<file path="src/design/pll_regs_pkg.sv">
// constants for the loop bandwidth and programming register block
package pll_regs_pkg;
  localparam int          ADDR_W          = 2;       // register address width
  localparam int          DATA_W          = 8;       // register data width
  // register offsets
  localparam logic [1:0]  OFS_LOOP_CTRL   = 2'h0;    // loop_ctrl_reg
  localparam logic [1:0]  OFS_BANDWIDTH   = 2'h1;    // bandwidth_ctrl_reg
  localparam logic [1:0]  OFS_PROGRAM     = 2'h2;    // loop_program_reg
  localparam logic [1:0]  OFS_VCO_RANGE   = 2'h3;    // vco range register
  // loop_ctrl_reg fields
  localparam int          BIT_IRQ_EN      = 7;       // loop_irq_enable
  localparam int          BIT_CHG_FLAG    = 6;       // loop_change_flag
  localparam int          BIT_POWER_ON    = 5;       // loop_power_on
  localparam int          BIT_BASE_SEL    = 4;       // base_source_select
  localparam logic [3:0]  CTRL_UNUSED_RD  = 4'hf;    // unused low bits read ones
  // bandwidth_ctrl_reg fields
  localparam int          BIT_AUTO        = 7;       // automatic bandwidth mode
  localparam int          BIT_LOCK        = 6;       // lock indication
  localparam int          BIT_TRACK       = 5;       // tracking_select
  localparam int          BIT_REF_LOSS    = 4;       // ref_loss_detect
  // field positions in loop_program_reg and vco range register
  localparam int          FIELD_HI        = 7;       // top bit of 4-bit field
  localparam int          FIELD_LO        = 4;       // low bit of 4-bit field
  // values after reset and special field codes
  localparam logic [3:0]  RST_FACTOR      = 4'h6;    // feedback_factor
  localparam logic [3:0]  RST_RANGE       = 4'h6;    // vco_range_field
  localparam logic        RST_POWER_ON    = 1'b1;    // loop powered at reset
  localparam logic [3:0]  FACTOR_ZERO     = 4'h0;    // pattern acting as one
  localparam logic [3:0]  FACTOR_ONE      = 4'h1;    // effective factor for zero
  localparam logic [3:0]  RANGE_OFF       = 4'h0;    // range value disabling loop
  // base clock changeover stasis
  localparam int          HOLD_SRC_CYCLES = 3;       // cycles per source clock
  localparam int          HOLD_CYCLES     = 2 * HOLD_SRC_CYCLES;  // both sources
  localparam logic [2:0]  HOLD_LOAD       = 3'(HOLD_CYCLES);     // counter load
endpackage : pll_regs_pkg

</file>
<file path="src/design/bit_sync.sv">
// two flip-flop synchroniser for a group of level inputs
module bit_sync #(
  parameter int WIDTH = 1                // number of bits carried
) (
  // clock and reset
  input  wire logic             clock_i,
  input  wire logic             rst_i,
  // asynchronous levels in, synchronised levels out
  input  wire logic [WIDTH-1:0] async_i,
  output logic      [WIDTH-1:0] sync_o
);
  logic [WIDTH-1:0] meta_r;              // first stage, read only by second

  // refuse a zero width
  if (WIDTH < 1) begin : g_chk
    $error("bit_sync: WIDTH must be at least 1");
  end

  // two stages, cleared by reset
  always_ff @(posedge clock_i) begin
    if (rst_i) begin
      meta_r <= '0;
      sync_o <= '0;
    end else begin
      meta_r <= async_i;
      sync_o <= meta_r;
    end
  end
endmodule : bit_sync

</file>
<file path="src/design/pll_bandwidth_program_regs.sv">
// register side control and status logic of the loop clock generator
module pll_bandwidth_program_regs
  import pll_regs_pkg::*;
(
  // clock and reset
  input  wire logic                          clock_i,
  input  wire logic                          rst_i,
  // register port
  input  wire logic [pll_regs_pkg::ADDR_W-1:0] reg_addr_i,
  input  wire logic [pll_regs_pkg::DATA_W-1:0] reg_wdata_i,
  input  wire logic                          reg_write_i,
  input  wire logic                          reg_read_i,
  output logic      [pll_regs_pkg::DATA_W-1:0] reg_rdata_o,
  // status from the analog loop and oscillator
  input  wire logic                          loop_locked_i,
  input  wire logic                          loop_in_track_tol_i,
  input  wire logic                          crystal_clock_i,
  // controls to the analog loop and clock switch
  output logic                               loop_power_on_o,
  output logic                               base_source_select_o,
  output logic                               base_clock_hold_o,
  output logic                               tracking_mode_o,
  output logic                               auto_mode_o,
  output logic      [3:0]                    feedback_factor_o,
  output logic      [3:0]                    vco_range_field_o,
  // interrupt request to the cpu
  output logic                               loop_irq_o
);
  import pll_regs_pkg::*;

  // software visible state, stasis counter and history
  logic       irq_enable_r;              // loop_irq_enable
  logic       change_flag_r;             // loop_change_flag
  logic       power_on_r;                // loop_power_on
  logic       base_sel_r;                // base_source_select
  logic       auto_r;                    // automatic bandwidth mode
  logic       manual_track_r;            // hidden manual tracking value
  logic       ref_loss_r;                // ref_loss_detect
  logic [3:0] factor_r;                  // feedback_factor
  logic [3:0] range_r;                   // vco_range_field
  logic [2:0] hold_cnt_r;                // changeover stasis counter
  logic       lock_prev_r;               // lock seen last cycle
  logic       xtal_prev_r;               // crystal level last cycle
  logic [DATA_W-1:0] rdata_r;            // registered read data

  // next values
  logic       irq_enable_nxt;
  logic       change_flag_nxt;
  logic       power_on_nxt;
  logic       base_sel_nxt;
  logic       auto_nxt;
  logic       manual_track_nxt;
  logic       ref_loss_nxt;
  logic [3:0] factor_nxt;
  logic [3:0] range_nxt;
  logic [2:0] hold_cnt_nxt;
  logic [DATA_W-1:0] rdata_nxt;

  // synchronised pin levels
  logic [2:0] pins_sync;                 // {crystal, track tol, locked}
  wire        lock_s  = pins_sync[0];    // lock level, synchronised
  wire        track_s = pins_sync[1];    // tracking tolerance met
  wire        xtal_s  = pins_sync[2];    // crystal level, synchronised

  // pin inputs pass two flip-flops first
  bit_sync #(
    .WIDTH (3)
  ) u_pin_sync (
    .clock_i (clock_i),
    .rst_i   (rst_i),
    .async_i ({crystal_clock_i, loop_in_track_tol_i, loop_locked_i}),
    .sync_o  (pins_sync)
  );

  // address decode
  wire wr_ctrl  = reg_write_i && (reg_addr_i == OFS_LOOP_CTRL);   // control write
  wire wr_bw    = reg_write_i && (reg_addr_i == OFS_BANDWIDTH);   // bandwidth write
  wire wr_prog  = reg_write_i && (reg_addr_i == OFS_PROGRAM);     // programming write
  wire wr_range = reg_write_i && (reg_addr_i == OFS_VCO_RANGE);   // range write
  wire rd_ctrl  = reg_read_i && (reg_addr_i == OFS_LOOP_CTRL);    // control read

  // derived status
  wire range_off   = (range_r == RANGE_OFF);
  wire lock_view   = auto_r && lock_s;
  wire track_view  = auto_r ? track_s : manual_track_r;
  wire flag_view   = auto_r && change_flag_r;
  wire lock_change = auto_r && (lock_s != lock_prev_r);
  wire xtal_edge   = (xtal_s != xtal_prev_r);                     // crystal alive
  wire ref_view    = base_sel_r && ref_loss_r;

  // field read views
  wire [DATA_W-1:0] ctrl_view = {irq_enable_r && auto_r, flag_view, power_on_r, base_sel_r, CTRL_UNUSED_RD};
  wire [DATA_W-1:0] bw_view   = {auto_r, lock_view, track_view, ref_view, 4'h0};
  wire [DATA_W-1:0] prog_view = {factor_r, 4'h0};
  wire [DATA_W-1:0] rng_view  = {range_r, 4'h0};

  // outputs to the loop, clock switch, cpu and register port
  assign loop_power_on_o      = power_on_r && !range_off;
  assign base_source_select_o = base_sel_r;
  assign base_clock_hold_o    = (hold_cnt_r != 3'h0);
  assign tracking_mode_o      = track_view;
  assign auto_mode_o          = auto_r;
  assign feedback_factor_o    = (factor_r == FACTOR_ZERO) ? FACTOR_ONE : factor_r;
  assign vco_range_field_o    = range_r;
  assign loop_irq_o           = auto_r && irq_enable_r && change_flag_r;
  assign reg_rdata_o          = rdata_r;

  // control register write handling, protections applied
  always_comb begin
    irq_enable_nxt = irq_enable_r;
    power_on_nxt   = power_on_r;
    base_sel_nxt   = base_sel_r;
    if (wr_ctrl) begin
      // enable writable only in auto mode
      if (auto_r) begin
        irq_enable_nxt = reg_wdata_i[BIT_IRQ_EN];
      end
      // power cannot drop while vco selected
      if (!(base_sel_r && !reg_wdata_i[BIT_POWER_ON])) begin
        power_on_nxt = reg_wdata_i[BIT_POWER_ON];
      end
      // select refused without power or range; lock not required
      if (reg_wdata_i[BIT_BASE_SEL] && (!power_on_nxt || range_off)) begin
        base_sel_nxt = base_sel_r;
      end else begin
        base_sel_nxt = reg_wdata_i[BIT_BASE_SEL];
      end
    end
    // zero range clears the select at once
    if (range_off) begin
      base_sel_nxt = 1'b0;
    end
    // manual mode forces enable low
    if (!auto_nxt) begin
      irq_enable_nxt = 1'b0;
    end
  end

  // bandwidth register write handling
  always_comb begin
    auto_nxt         = auto_r;
    manual_track_nxt = manual_track_r;
    ref_loss_nxt     = ref_loss_r;
    if (wr_bw) begin
      auto_nxt = reg_wdata_i[BIT_AUTO];
      // tracking bit writable only in manual mode, kept during auto
      if (!auto_r) begin
        manual_track_nxt = reg_wdata_i[BIT_TRACK];
      end
    end
    // crystal edge clears the check, a write of one arms it
    if (xtal_edge) begin
      ref_loss_nxt = 1'b0;
    end
    if (wr_bw && reg_wdata_i[BIT_REF_LOSS] && base_sel_r) begin
      ref_loss_nxt = 1'b1;
    end
    // check disarmed when crystal drives the base clock
    if (!base_sel_r) begin
      ref_loss_nxt = 1'b0;
    end
  end

  // programming and range fields, locked while powered
  always_comb begin
    factor_nxt = factor_r;
    range_nxt  = range_r;
    if (wr_prog && !power_on_r) begin
      factor_nxt = reg_wdata_i[FIELD_HI:FIELD_LO];
    end
    if (wr_range && !power_on_r) begin
      range_nxt = reg_wdata_i[FIELD_HI:FIELD_LO];
    end
  end

  // change flag: lock change wins over the read clear
  always_comb begin
    if (!auto_r) begin
      change_flag_nxt = 1'b0;
    end else if (lock_change) begin
      change_flag_nxt = 1'b1;
    end else if (rd_ctrl) begin
      change_flag_nxt = 1'b0;
    end else begin
      change_flag_nxt = change_flag_r;
    end
  end

  // changeover stasis counter
  always_comb begin
    if (base_sel_nxt != base_sel_r) begin
      hold_cnt_nxt = HOLD_LOAD;
    end else if (hold_cnt_r != 3'h0) begin
      hold_cnt_nxt = hold_cnt_r - 3'h1;
    end else begin
      hold_cnt_nxt = hold_cnt_r;
    end
  end

  // read data select
  always_comb begin
    case (reg_addr_i)
      OFS_LOOP_CTRL: rdata_nxt = ctrl_view;
      OFS_BANDWIDTH: rdata_nxt = bw_view;
      OFS_PROGRAM:   rdata_nxt = prog_view;
      OFS_VCO_RANGE: rdata_nxt = rng_view;
      default:       rdata_nxt = '0;
    endcase
    if (!reg_read_i) begin
      rdata_nxt = '0;
    end
  end

  // control state; only bus accesses and loop status move it
  always_ff @(posedge clock_i) begin
    if (rst_i) begin
      irq_enable_r  <= 1'b0;
      change_flag_r <= 1'b0;
      power_on_r    <= RST_POWER_ON;
      base_sel_r    <= 1'b0;
    end else begin
      irq_enable_r  <= irq_enable_nxt;
      change_flag_r <= change_flag_nxt;
      power_on_r    <= power_on_nxt;
      base_sel_r    <= base_sel_nxt;
    end
  end

  // bandwidth state
  always_ff @(posedge clock_i) begin
    if (rst_i) begin
      auto_r         <= 1'b0;
      manual_track_r <= 1'b0;
      ref_loss_r     <= 1'b0;
    end else begin
      auto_r         <= auto_nxt;
      manual_track_r <= manual_track_nxt;
      ref_loss_r     <= ref_loss_nxt;
    end
  end

  // programming fields
  always_ff @(posedge clock_i) begin
    if (rst_i) begin
      factor_r <= RST_FACTOR;
      range_r  <= RST_RANGE;
    end else begin
      factor_r <= factor_nxt;
      range_r  <= range_nxt;
    end
  end

  // history, stasis and read data
  always_ff @(posedge clock_i) begin
    if (rst_i) begin
      hold_cnt_r  <= 3'h0;
      lock_prev_r <= 1'b0;
      xtal_prev_r <= 1'b0;
      rdata_r     <= '0;
    end else begin
      hold_cnt_r  <= hold_cnt_nxt;
      lock_prev_r <= lock_s;
      xtal_prev_r <= xtal_s;
      rdata_r     <= rdata_nxt;
    end
  end
endmodule : pll_bandwidth_program_regs

</file>
<file path="config.mk">
export PLATFORM = sky130hd
export DESIGN_NAME = pll_bandwidth_program_regs
export DESIGN_NICKNAME = d
export VERILOG_FILES = /design/src/design/pll_regs_pkg.sv /design/src/design/bit_sync.sv /design/src/design/pll_bandwidth_program_regs.sv
export SDC_FILE = /design/constraint.sdc
export NUM_CORES = 1
export LEC_CHECK = 0
export BUFFER_PORTS_ARGS = -buffer_cell sky130_fd_sc_hd__buf_2
export CAP_MARGIN = 10
export CORE_UTILIZATION = 47
export CTS_CLUSTER_DIAMETER = 30
export DETAILED_ROUTE_END_ITERATION = 8
export GPL_TIMING_DRIVEN = 0
export HOLD_SLACK_MARGIN = 0.1
export MAX_ROUTING_LAYER = met4
export PLACE_DENSITY = 0.73
export REMOVE_ABC_BUFFERS = 1
export SYNTH_ARGS = -nofsm -noshare
export SYNTH_HDL_FRONTEND = slang
export SYNTH_SLANG_ARGS = --single-unit
</file>
<file path="constraint.sdc">
create_clock -name clock_i -period 2.3 [get_ports clock_i]
set_clock_uncertainty 0.2 [all_clocks]
set_input_delay 0.115 -clock clock_i [delete_from_list [all_inputs] [get_ports clock_i]]
set_output_delay 0.115 -clock clock_i [all_outputs]
set_load 0.05 [all_outputs]
</file>
==> summary.md, run 1 <==
For this run, the detailed router's first-pass iteration total came to 3. STA puts the critical path data required time at 2.38 ns. The count of input and output buffers was 34; the total clock buffers created by CTS was 5. The worst setup path is launched from a primary input. The count of nets after finishing is 213. The sequential share of power came out at 48.9%. The tools report the total count of max-transition violations in the final report as 0. Max-cap violations in this run came to 0.

The number of endpoints failing setup at the final stage came out at 0. Per-instance average area after synthesis: 9.65 um2. Setup repair after global routing left no endpoint under its margin. The number of endpoints with negative hold slack in the final report was 0. 39 I/O pins were placed. The antenna cell count came out at 0.

After clock tree synthesis, the clock-pin slew on the worst setup and hold paths is 0.09 ns. From bottom edge to top edge, the die measures 56.2 um. The critical path goes through dlygate4sd3_1 -> clkbuf_4 -> nand3_1 -> dlygate4sd3_1 -> a21oi_1 -> dlygate4sd3_1. The floorplan step set the die width to 56.2 um. After detailed routing, the average wire length per cell comes to 13.6 um. The critical path in this run is classified as primary input to flop. The portion of the clock cycle consumed by the worst path in the final layout is 97.2%, and the number of vias per cell is 5.38. For this run, the register share of the synthesized area comes to 45.0%.

The clock network burns 34.3% of the power. The power per cell area was 636 nW/um2. Summing every instance area after synthesis gives 1380 um2. The pin count of the biggest net entering global routing came out at 29.

In this run the deepest clock path goes through 2 buffers. Summing over every cut layer, the via total after detailed routing is 1,211. CTS saw 31 sinks. TritonCTS built the clock tree. The proportion of register bits with asynchronous set or reset after synthesis is 0%. The run gives 0.33 ns as the latest clock arrival within the worst-skew pair. Across the VDD grid, the largest voltage drop is 518 uV. Cell leakage power: 0.806 nW. The path class of the tightest hold or removal check is primary input to flop. Along the worst path, the maximum fanout reaches 18. Synthesis inferred 31 register bits. The worst path in the final design needs a cycle of 2.24 ns, including I/O delays and setup. The post-detailed-routing wire length is 3070 um, and the critical path arrival is 2.31 ns. Global routing used 21.5% of the available tracks. For this design the total switching power over the nets is 0.301 mW. The tools report the maximum operating frequency as 447 MHz. The tools report the routability congestion estimate as 0.737. Total grt overflow: 0. The run gives 2 as the number of H-tree branching levels.

The switching part of the total came out at 25.9%. The most prevalent standard cell on the critical path is sky130_fd_sc_hd__dlygate4sd3_1. The via count of the first global-routing pass was 1,133.

The highest cell delay on the worst timing path was 0.59 ns. Relative to the synthesized area, the layout overhead comes to 32.5%. Internal power comes to 0.862 mW. Final-layout setup total negative slack: 0 ns. The cell count after synthesis came out at 143. Endpoint type of the worst setup path: a flop. The cell family contributing the most delay on the critical path is buffers and inverters. Share of layout cells above drive strength 1: 26.3%. In the synthesized netlist the dominant register cell turns out to be sky130_fd_sc_hd__dfxtp_1. Per report_power, the combinational group accounts for 16.8% of the total. The cell type with the highest aggregate area in the netlist is sky130_fd_sc_hd__dfxtp_1.

Yosys mapped a number of flops with a built-in enable equal to 0. For this design, the slowest cell found on the critical path is sky130_fd_sc_hd__dlygate4sd3_1. The area of the die was 3160 um2. The most used standard cell by instance count after synthesis is sky130_fd_sc_hd__dfxtp_1. For the pin with the worst max-slew slack, the measured transition is 0.629 ns. After floorplanning, the core was sized to cover 2760 um2. The initial utilization of the core area, before any placement, comes to 50.0%. Hold is met by 0.122 ns.

Counting both buffers and inverters, the worst setup path holds a total of 4. The number of antenna violations at the first check in global routing was 0; the wire length of the first global-routing pass was 5020 um. Sorting the synthesized cells by how often they occur yields 31 x sky130_fd_sc_hd__dfxtp_1, 14 x sky130_fd_sc_hd__nor2b_1, 10 x sky130_fd_sc_hd__nor2_1, 7 x sky130_fd_sc_hd__a21oi_1, 6 x sky130_fd_sc_hd__mux2i_1. The Yosys step of the flow raised 0 warnings. Buffer cell driving the clock tree root: sky130_fd_sc_hd__clkbuf_4. The tools report the detailed-route DRC error count as 0.

The flow ran to the end, and the final reports show no timing, DRC or antenna violations. In this run the core area contains 19 standard-cell rows. The detailed-placement wirelength estimate is 1830 um, and the share of Yosys cell area claimed by the top area cell type is 45.0%. Ranked by total cell area, the synthesized netlist is headed by sky130_fd_sc_hd__dfxtp_1 45%, sky130_fd_sc_hd__nor2b_1 6.3%, sky130_fd_sc_hd__mux2i_1 4.4%, sky130_fd_sc_hd__nor2_1 2.7%, sky130_fd_sc_hd__a211o_1 2.5%. Once detail routing completed, the nets flagged for antenna violations numbered 0.

The number of different library cells in the post-synthesis netlist is 43, and the worst slew slack as a fraction of its limit is 57.7%. After the first detailed-routing iteration, the DRC count stood at 18.
## per-stage QoR
stage	power (mW)	area, um2	setup slack (ns)	std cells	util [%]
floorplan	0.694	1300	0.185	128	-
global placement	0.740	1510	0.243	193	54.7
detailed placement	0.747	1510	0.119	193	54.7
CTS	1.16	1810	0.0145	223	65.7
global route	1.21	1830	0.00245	225	66.3
finish	1.16	1830	0.0633	225	66.3
## layer usage
layer | vias up | global-route usage (%) | routed length (um)
met1 | 575 | 23.4 | 1320
li1 | 590 | - | -
met5 | - | - | 0
met4 | 0 | 11.8 | 108
met2 | 32 | 34.5 | 1510
met3 | 14 | 7.21 | 132
## layout make-up
type,instances,area (um2)
clock buffers,6,41.3
clock inverters,1,30.0
fillers,236,930
inverters,5,18.8
multi-input cells,92,661
flip-flops and latches,31,621
well taps,31,38.8
repair buffers,59,418
## worst reg2reg max path: stages (launching register included)
cell,delay (ns)
sky130_fd_sc_hd__dfxtp_1,0.55
sky130_fd_sc_hd__mux2_4,0.35
sky130_fd_sc_hd__mux4_2,0.46
sky130_fd_sc_hd__and2_1,0.17
## sequential cells by signal (all words and copies together), names as in the netlist, 3 cells and up
name and count:
factor_r 4, u_pin_sync.sync_o 3, hold_cnt_r 3, u_pin_sync.meta_r 3, vco_range_field_o 4, reg_rdata_o 5
## power by group through the flow
stage	Sequential [mW]	Clock [mW]	Combinational, mW
after floorplan	0.603	0	0.0907
after global placement	0.579	0	0.161
after detailed placement	0.581	0	0.166
after CTS	0.568	0.402	0.193
after global routing	0.571	0.430	0.210
final	0.569	0.399	0.196
## final timing paths
| path | from | end | slack [ns] | cells past startpoint |
|---|---|---|---|---|
| setup / recovery | reg_addr_i[0] | auto_mode_o | 0.06 | 6 |
| hold / removal | reg_addr_i[1] | reg_rdata_o[4] | 0.12 | 3 |
| setup reg to reg | auto_mode_o | reg_rdata_o[5] | 0.48 | 3 |
| hold reg to reg | u_pin_sync.meta_r[2] | u_pin_sync.sync_o[2] | 0.25 | 1 |
## layout by cell type (no fill, tap or decap), drive strengths merged, types with 3 or more instances in the layout
cell type and instances:
a21oi 7, dlygate4sd3 24, nand3 3, nand2 5, mux2i 6, nor2b 14, or2 3, dfxtp 31
inv 5, mux2 4, a211o 4, nor3b 3, clkbuf 8, buf 33, nor2 10
## cell families after synthesis
logic type                 after synthesis  synth area share, %
DFF                                     31                 45.0
buffers and inverters                   20                 7.16
AOI/OAI and AO/OA                       20                 10.2
adders and majority gates                2                 1.81
xor gates and xnor gates                 2                 1.27
muxes                                   11                 9.52
and+or+nand+nor                         57                 25.1
## repair_timing
item	4_1_cts	5_1_grt
endpoints found under the hold margin	30	1
setup endpoints to repair	0	1
setup buffers	0	0
hold buffers	23	1
gates resized for setup	0	1
Power figures use the tool's default switching activity.
==> run 2, diff against run 1 <==
- ABC_AREA: unset -> 1
- BUFFER_PORTS_ARGS: -buffer_cell sky130_fd_sc_hd__buf_2 -> unset
- DONT_BUFFER_PORTS: unset -> 1
- PLACE_DENSITY: 0.73 -> unset
==> summary.md, run 2 <==
The run gives 2730 um2 (-0.86%) as the core outline area. The endpoint identified for the worst register-to-register timing path is reg_rdata_o[5]. For the total clock buffers created by CTS, the log shows 5 (unchanged). In this run the critical register-to-register path is launched from auto_mode_o. The setup slack on the worst flop-to-flop path came out at 0.31 ns (-0.17 ns). The tree is rooted in a sky130_fd_sc_hd__clkbuf_4. In this run the worst setup path begins at auto_mode_o. By area the synthesized netlist is led by sky130_fd_sc_hd__dfxtp_1 46%, sky130_fd_sc_hd__nand2_1 7.8%, sky130_fd_sc_hd__inv_1 6.4%, sky130_fd_sc_hd__nor2_1 5.8%, sky130_fd_sc_hd__a21oi_1 5.2%.

The share of Yosys cell area claimed by the top area cell type is 46.0% (+1.0 points), and the number of cells on the worst reg-to-reg path is 5 (+2). The via count of the first global-routing pass is 1,153 (+1.8%). The number of logic stages on the critical path including buffering is 1 (-5). The average routed wire per standard cell was 12.2 um (-10%); the critical path arrival was 1.72 ns (-0.59 ns). The logs give 4970 um (-0.96%) for the wire length of the first global-routing pass and 0 (unchanged) for the detailed-route DRC error count. The highest cell delay on the worst timing path was 0.81 ns (+0.22 ns). In this run the worst setup path terminates at loop_irq_o. The number of H-tree branching levels was 2 (unchanged); the largest driver fanout on the critical path was 8 (-10). The overall via count from detail_route came out at 1,184 (-2.2%). The critical path required time is 1.99 ns (-0.39 ns), and the cell leakage power is 0.714 nW (-11%). TritonCTS built the clock tree. The die width was 55.6 um (-1.1%); the share of the core filled with cells was 58.1% (-8.2 points). STA classifies the critical path startpoint as a flop. The final antenna-violating net count is 0 (unchanged), and the post-synthesis sequential element count is 31 (unchanged).

The logs give 0 (unchanged) for the antenna cell count and 0 (unchanged) for the buffer count from post-CTS setup fixing. Instance area after placement: 1350 um2 (-10%). By startpoint and endpoint, the worst setup path is classified as flop to output pin. The portion of the clock cycle consumed by the worst path in the final layout is 88.3% (-8.9 points), and the count of nets after finishing is 217 (+1.9%). The logs give 0 (unchanged) for the number of antenna violations at the first check in global routing and 2 (unchanged) for the maximum buffer depth of the clock tree.

The logs give 0 (unchanged) for the total grt overflow and 1590 um2 (-13%) for the area of all placed cells without fillers. The violation count after the first detailed-routing iteration was 26 (+8); the flip-flop count of the largest register after layout was 5 (unchanged). The first-pass iteration count of the detailed router is 4 (+1), and the count of input and output buffers is 0 (-100%). The post-synthesis cell count was 181 (+27%); the maximum operating frequency was 492 MHz (+10%). In the layout the commonest cells are 29 x sky130_fd_sc_hd__dfxtp_1, 28 x sky130_fd_sc_hd__nand2_1, 23 x sky130_fd_sc_hd__inv_1.

The register clock-pin slew on the reported worst setup and hold paths works out to 0.09 ns (about the same). The share of layout cells above drive strength 1 was 14.1% (-12 points); the worst path buffer plus inverter count was 0 (-4). By count the netlist is led by 31 x sky130_fd_sc_hd__dfxtp_1, 28 x sky130_fd_sc_hd__nand2_1, 23 x sky130_fd_sc_hd__inv_1, 21 x sky130_fd_sc_hd__nor2_1, 14 x sky130_fd_sc_hd__a21oi_1.

For the worst slew slack as a fraction of its limit, the log shows 33.9% (-24 points). The run gives 21.4% (-0.16 points) as the total global routing track utilization. The run gives 0.888 (+20%) as the routability congestion estimate. The Yosys warning count is 0 (unchanged).

The logs give 0 (unchanged) for the max-cap violation count and 443 uV (-15%) for the worst voltage drop across the vdd grid. The number of enable-type register cells in the synthesized netlist came out at 0 (unchanged). For the number of endpoints with negative hold slack in the final report, the log shows 0 (unchanged).

Cell type with the highest aggregate area in the netlist: sky130_fd_sc_hd__dfxtp_1. The detailed-placement wirelength estimate is 2010 um (+9.6%). The power per cell area was 734 nW/um2 (+15%); the number of endpoints failing setup at the final stage was 0 (unchanged). The most used flip-flop cell after synthesis is sky130_fd_sc_hd__dfxtp_1. The logs give 19 (unchanged) for the number of placement rows and 0.32 ns (about the same) for the latest clock arrival within the worst-skew pair. Setup repair after global routing left no endpoint under its margin. Pin count of the biggest net entering global routing: 16 (-45%).

The cell area after synthesis was 1350 um2 (-2.2%); the die height was 55.6 um (-1.1%). The transition time of the tightest slew-check pin was 0.994 ns (+0.366 ns). The tools report the worst hold margin as 0.205 ns (+0.0838 ns).

The area of the die is 3090 um2 (-2.1%), and the number of vias per cell is 5.15 (-4.4%). The minimum clock period was 2.03 ns (-0.206 ns); the TritonCTS sink count was 31 (unchanged). Gate family responsible for the most delay along the worst path: flip-flops.

The number of placed I/O pins was 39 (unchanged). The run finished with clean final reports. The tools report the initial cell density of the core as 49.4% (-0.66 points). In this run the worst hold path is classified as flop to flop. Proportion of register bits with asynchronous set or reset after synthesis: 0% (unchanged). The tools report the number of different library cells in the post-synthesis netlist as 28 (-35%). For this design, the slowest cell found on the critical path is sky130_fd_sc_hd__dfxtp_1. Compared with the post-synthesis result, the final layout area differs by 17.6%. STA classifies the critical path endpoint as an output pin. The signal on the critical path passes through and3_1. Leaving out fill and tap cells, the most frequent cell in the layout is sky130_fd_sc_hd__dfxtp_1. For the sequential share of the synthesized area, the log shows 46.0% (+1.0 points).

Yosys instantiated no cell more often than sky130_fd_sc_hd__dfxtp_1. The post-detailed-routing wire length came out at 2810 um (-8.3%). Total count of max-transition violations in the final report: 0 (unchanged). The per-instance average area after synthesis works out to 7.46 um2 (-23%).
run 2: changes by cell type in the layout (fill, tap and decap cells not counted), sizes merged, moves of 4 or more:
cell         change
o21ai           +11
inv             +25
mux2i            -6
a21oi            +7
buf             -33
nor2b           -14
o211ai           +4
nor2            +16
nand3            +7
mux2             -4
a211o            -4
nand2           +27
dlygate4sd3      -6
run 2: worst min-delay path by stage:
stage                     cells past startpoint  slack [ns]                    to            startpoint
final                                         2        0.21  u_pin_sync.sync_o[0]  u_pin_sync.meta_r[0]
after CTS                                     2        0.20  u_pin_sync.sync_o[0]  u_pin_sync.meta_r[0]
after global routing                          3        0.22  u_pin_sync.meta_r[2]       crystal_clock_i
after detailed placement                      1       -0.02        reg_rdata_o[3]                 rst_i
after floorplan                               1       -0.01  u_pin_sync.meta_r[0]                 rst_i
after global placement                        1       -0.01  u_pin_sync.meta_r[1]                 rst_i
run 2: cells by family (layout without fill, tap and decap cells):
family	count (synthesis)	after routing	share of synthesized area, %
simple gates	70	70	23.5
buf+inv	39	57	11.9
compound gates	38	38	16.1
flops	31	31	46.0
fa+ha+maj	2	2	1.85
xor+xnor	1	1	0.649
run 2: power by group:
part	switching, mW	internal [mW]
Sequential	0.0517	0.570
Clock	0.171	0.119
Combinational	0.173	0.0814
Total	0.396	0.770
run 2: repair_timing:
action                                 4_1_cts  5_1_grt
endpoints found under the hold margin       31        0
resized for setup                            0        2
hold buffers                                18        0
setup endpoints to repair                    0        2
run 2: layer usage:
layer / GRT usage [%] / vias up / wire [um]
met3: 7.44 / 7 / 140
met5: - / - / 0
met2: 33.7 / 27 / 1360
met4: 10.0 / 0 / 66
li1: - / 608 / -
met1: 24.3 / 542 / 1240
run 2: cell type report:
type	instances	area [um2]
clock buffers	7	45.0
well taps	31	38.8
multi-input cells	111	578
flip-flops and latches	31	623
repair buffers	18	180
inverters	31	118
clock inverters	1	5.00
fillers	257	1150
run 2: stage by stage:
| step | setup TNS, ns | setup slack, ns | power (mW) | instances |
|---|---|---|---|---|
| after global routing | 0 | 0.155 | 1.25 | 230 |
| after CTS | 0 | 0.00322 | 1.18 | 230 |
| final | 0 | 0.269 | 1.17 | 230 |
| after global placement | -0.00826 | -0.00826 | 0.848 | 204 |
| after detailed placement | 0 | 0.324 | 0.859 | 204 |
| after floorplan | 0 | 0.0579 | 0.824 | 173 |
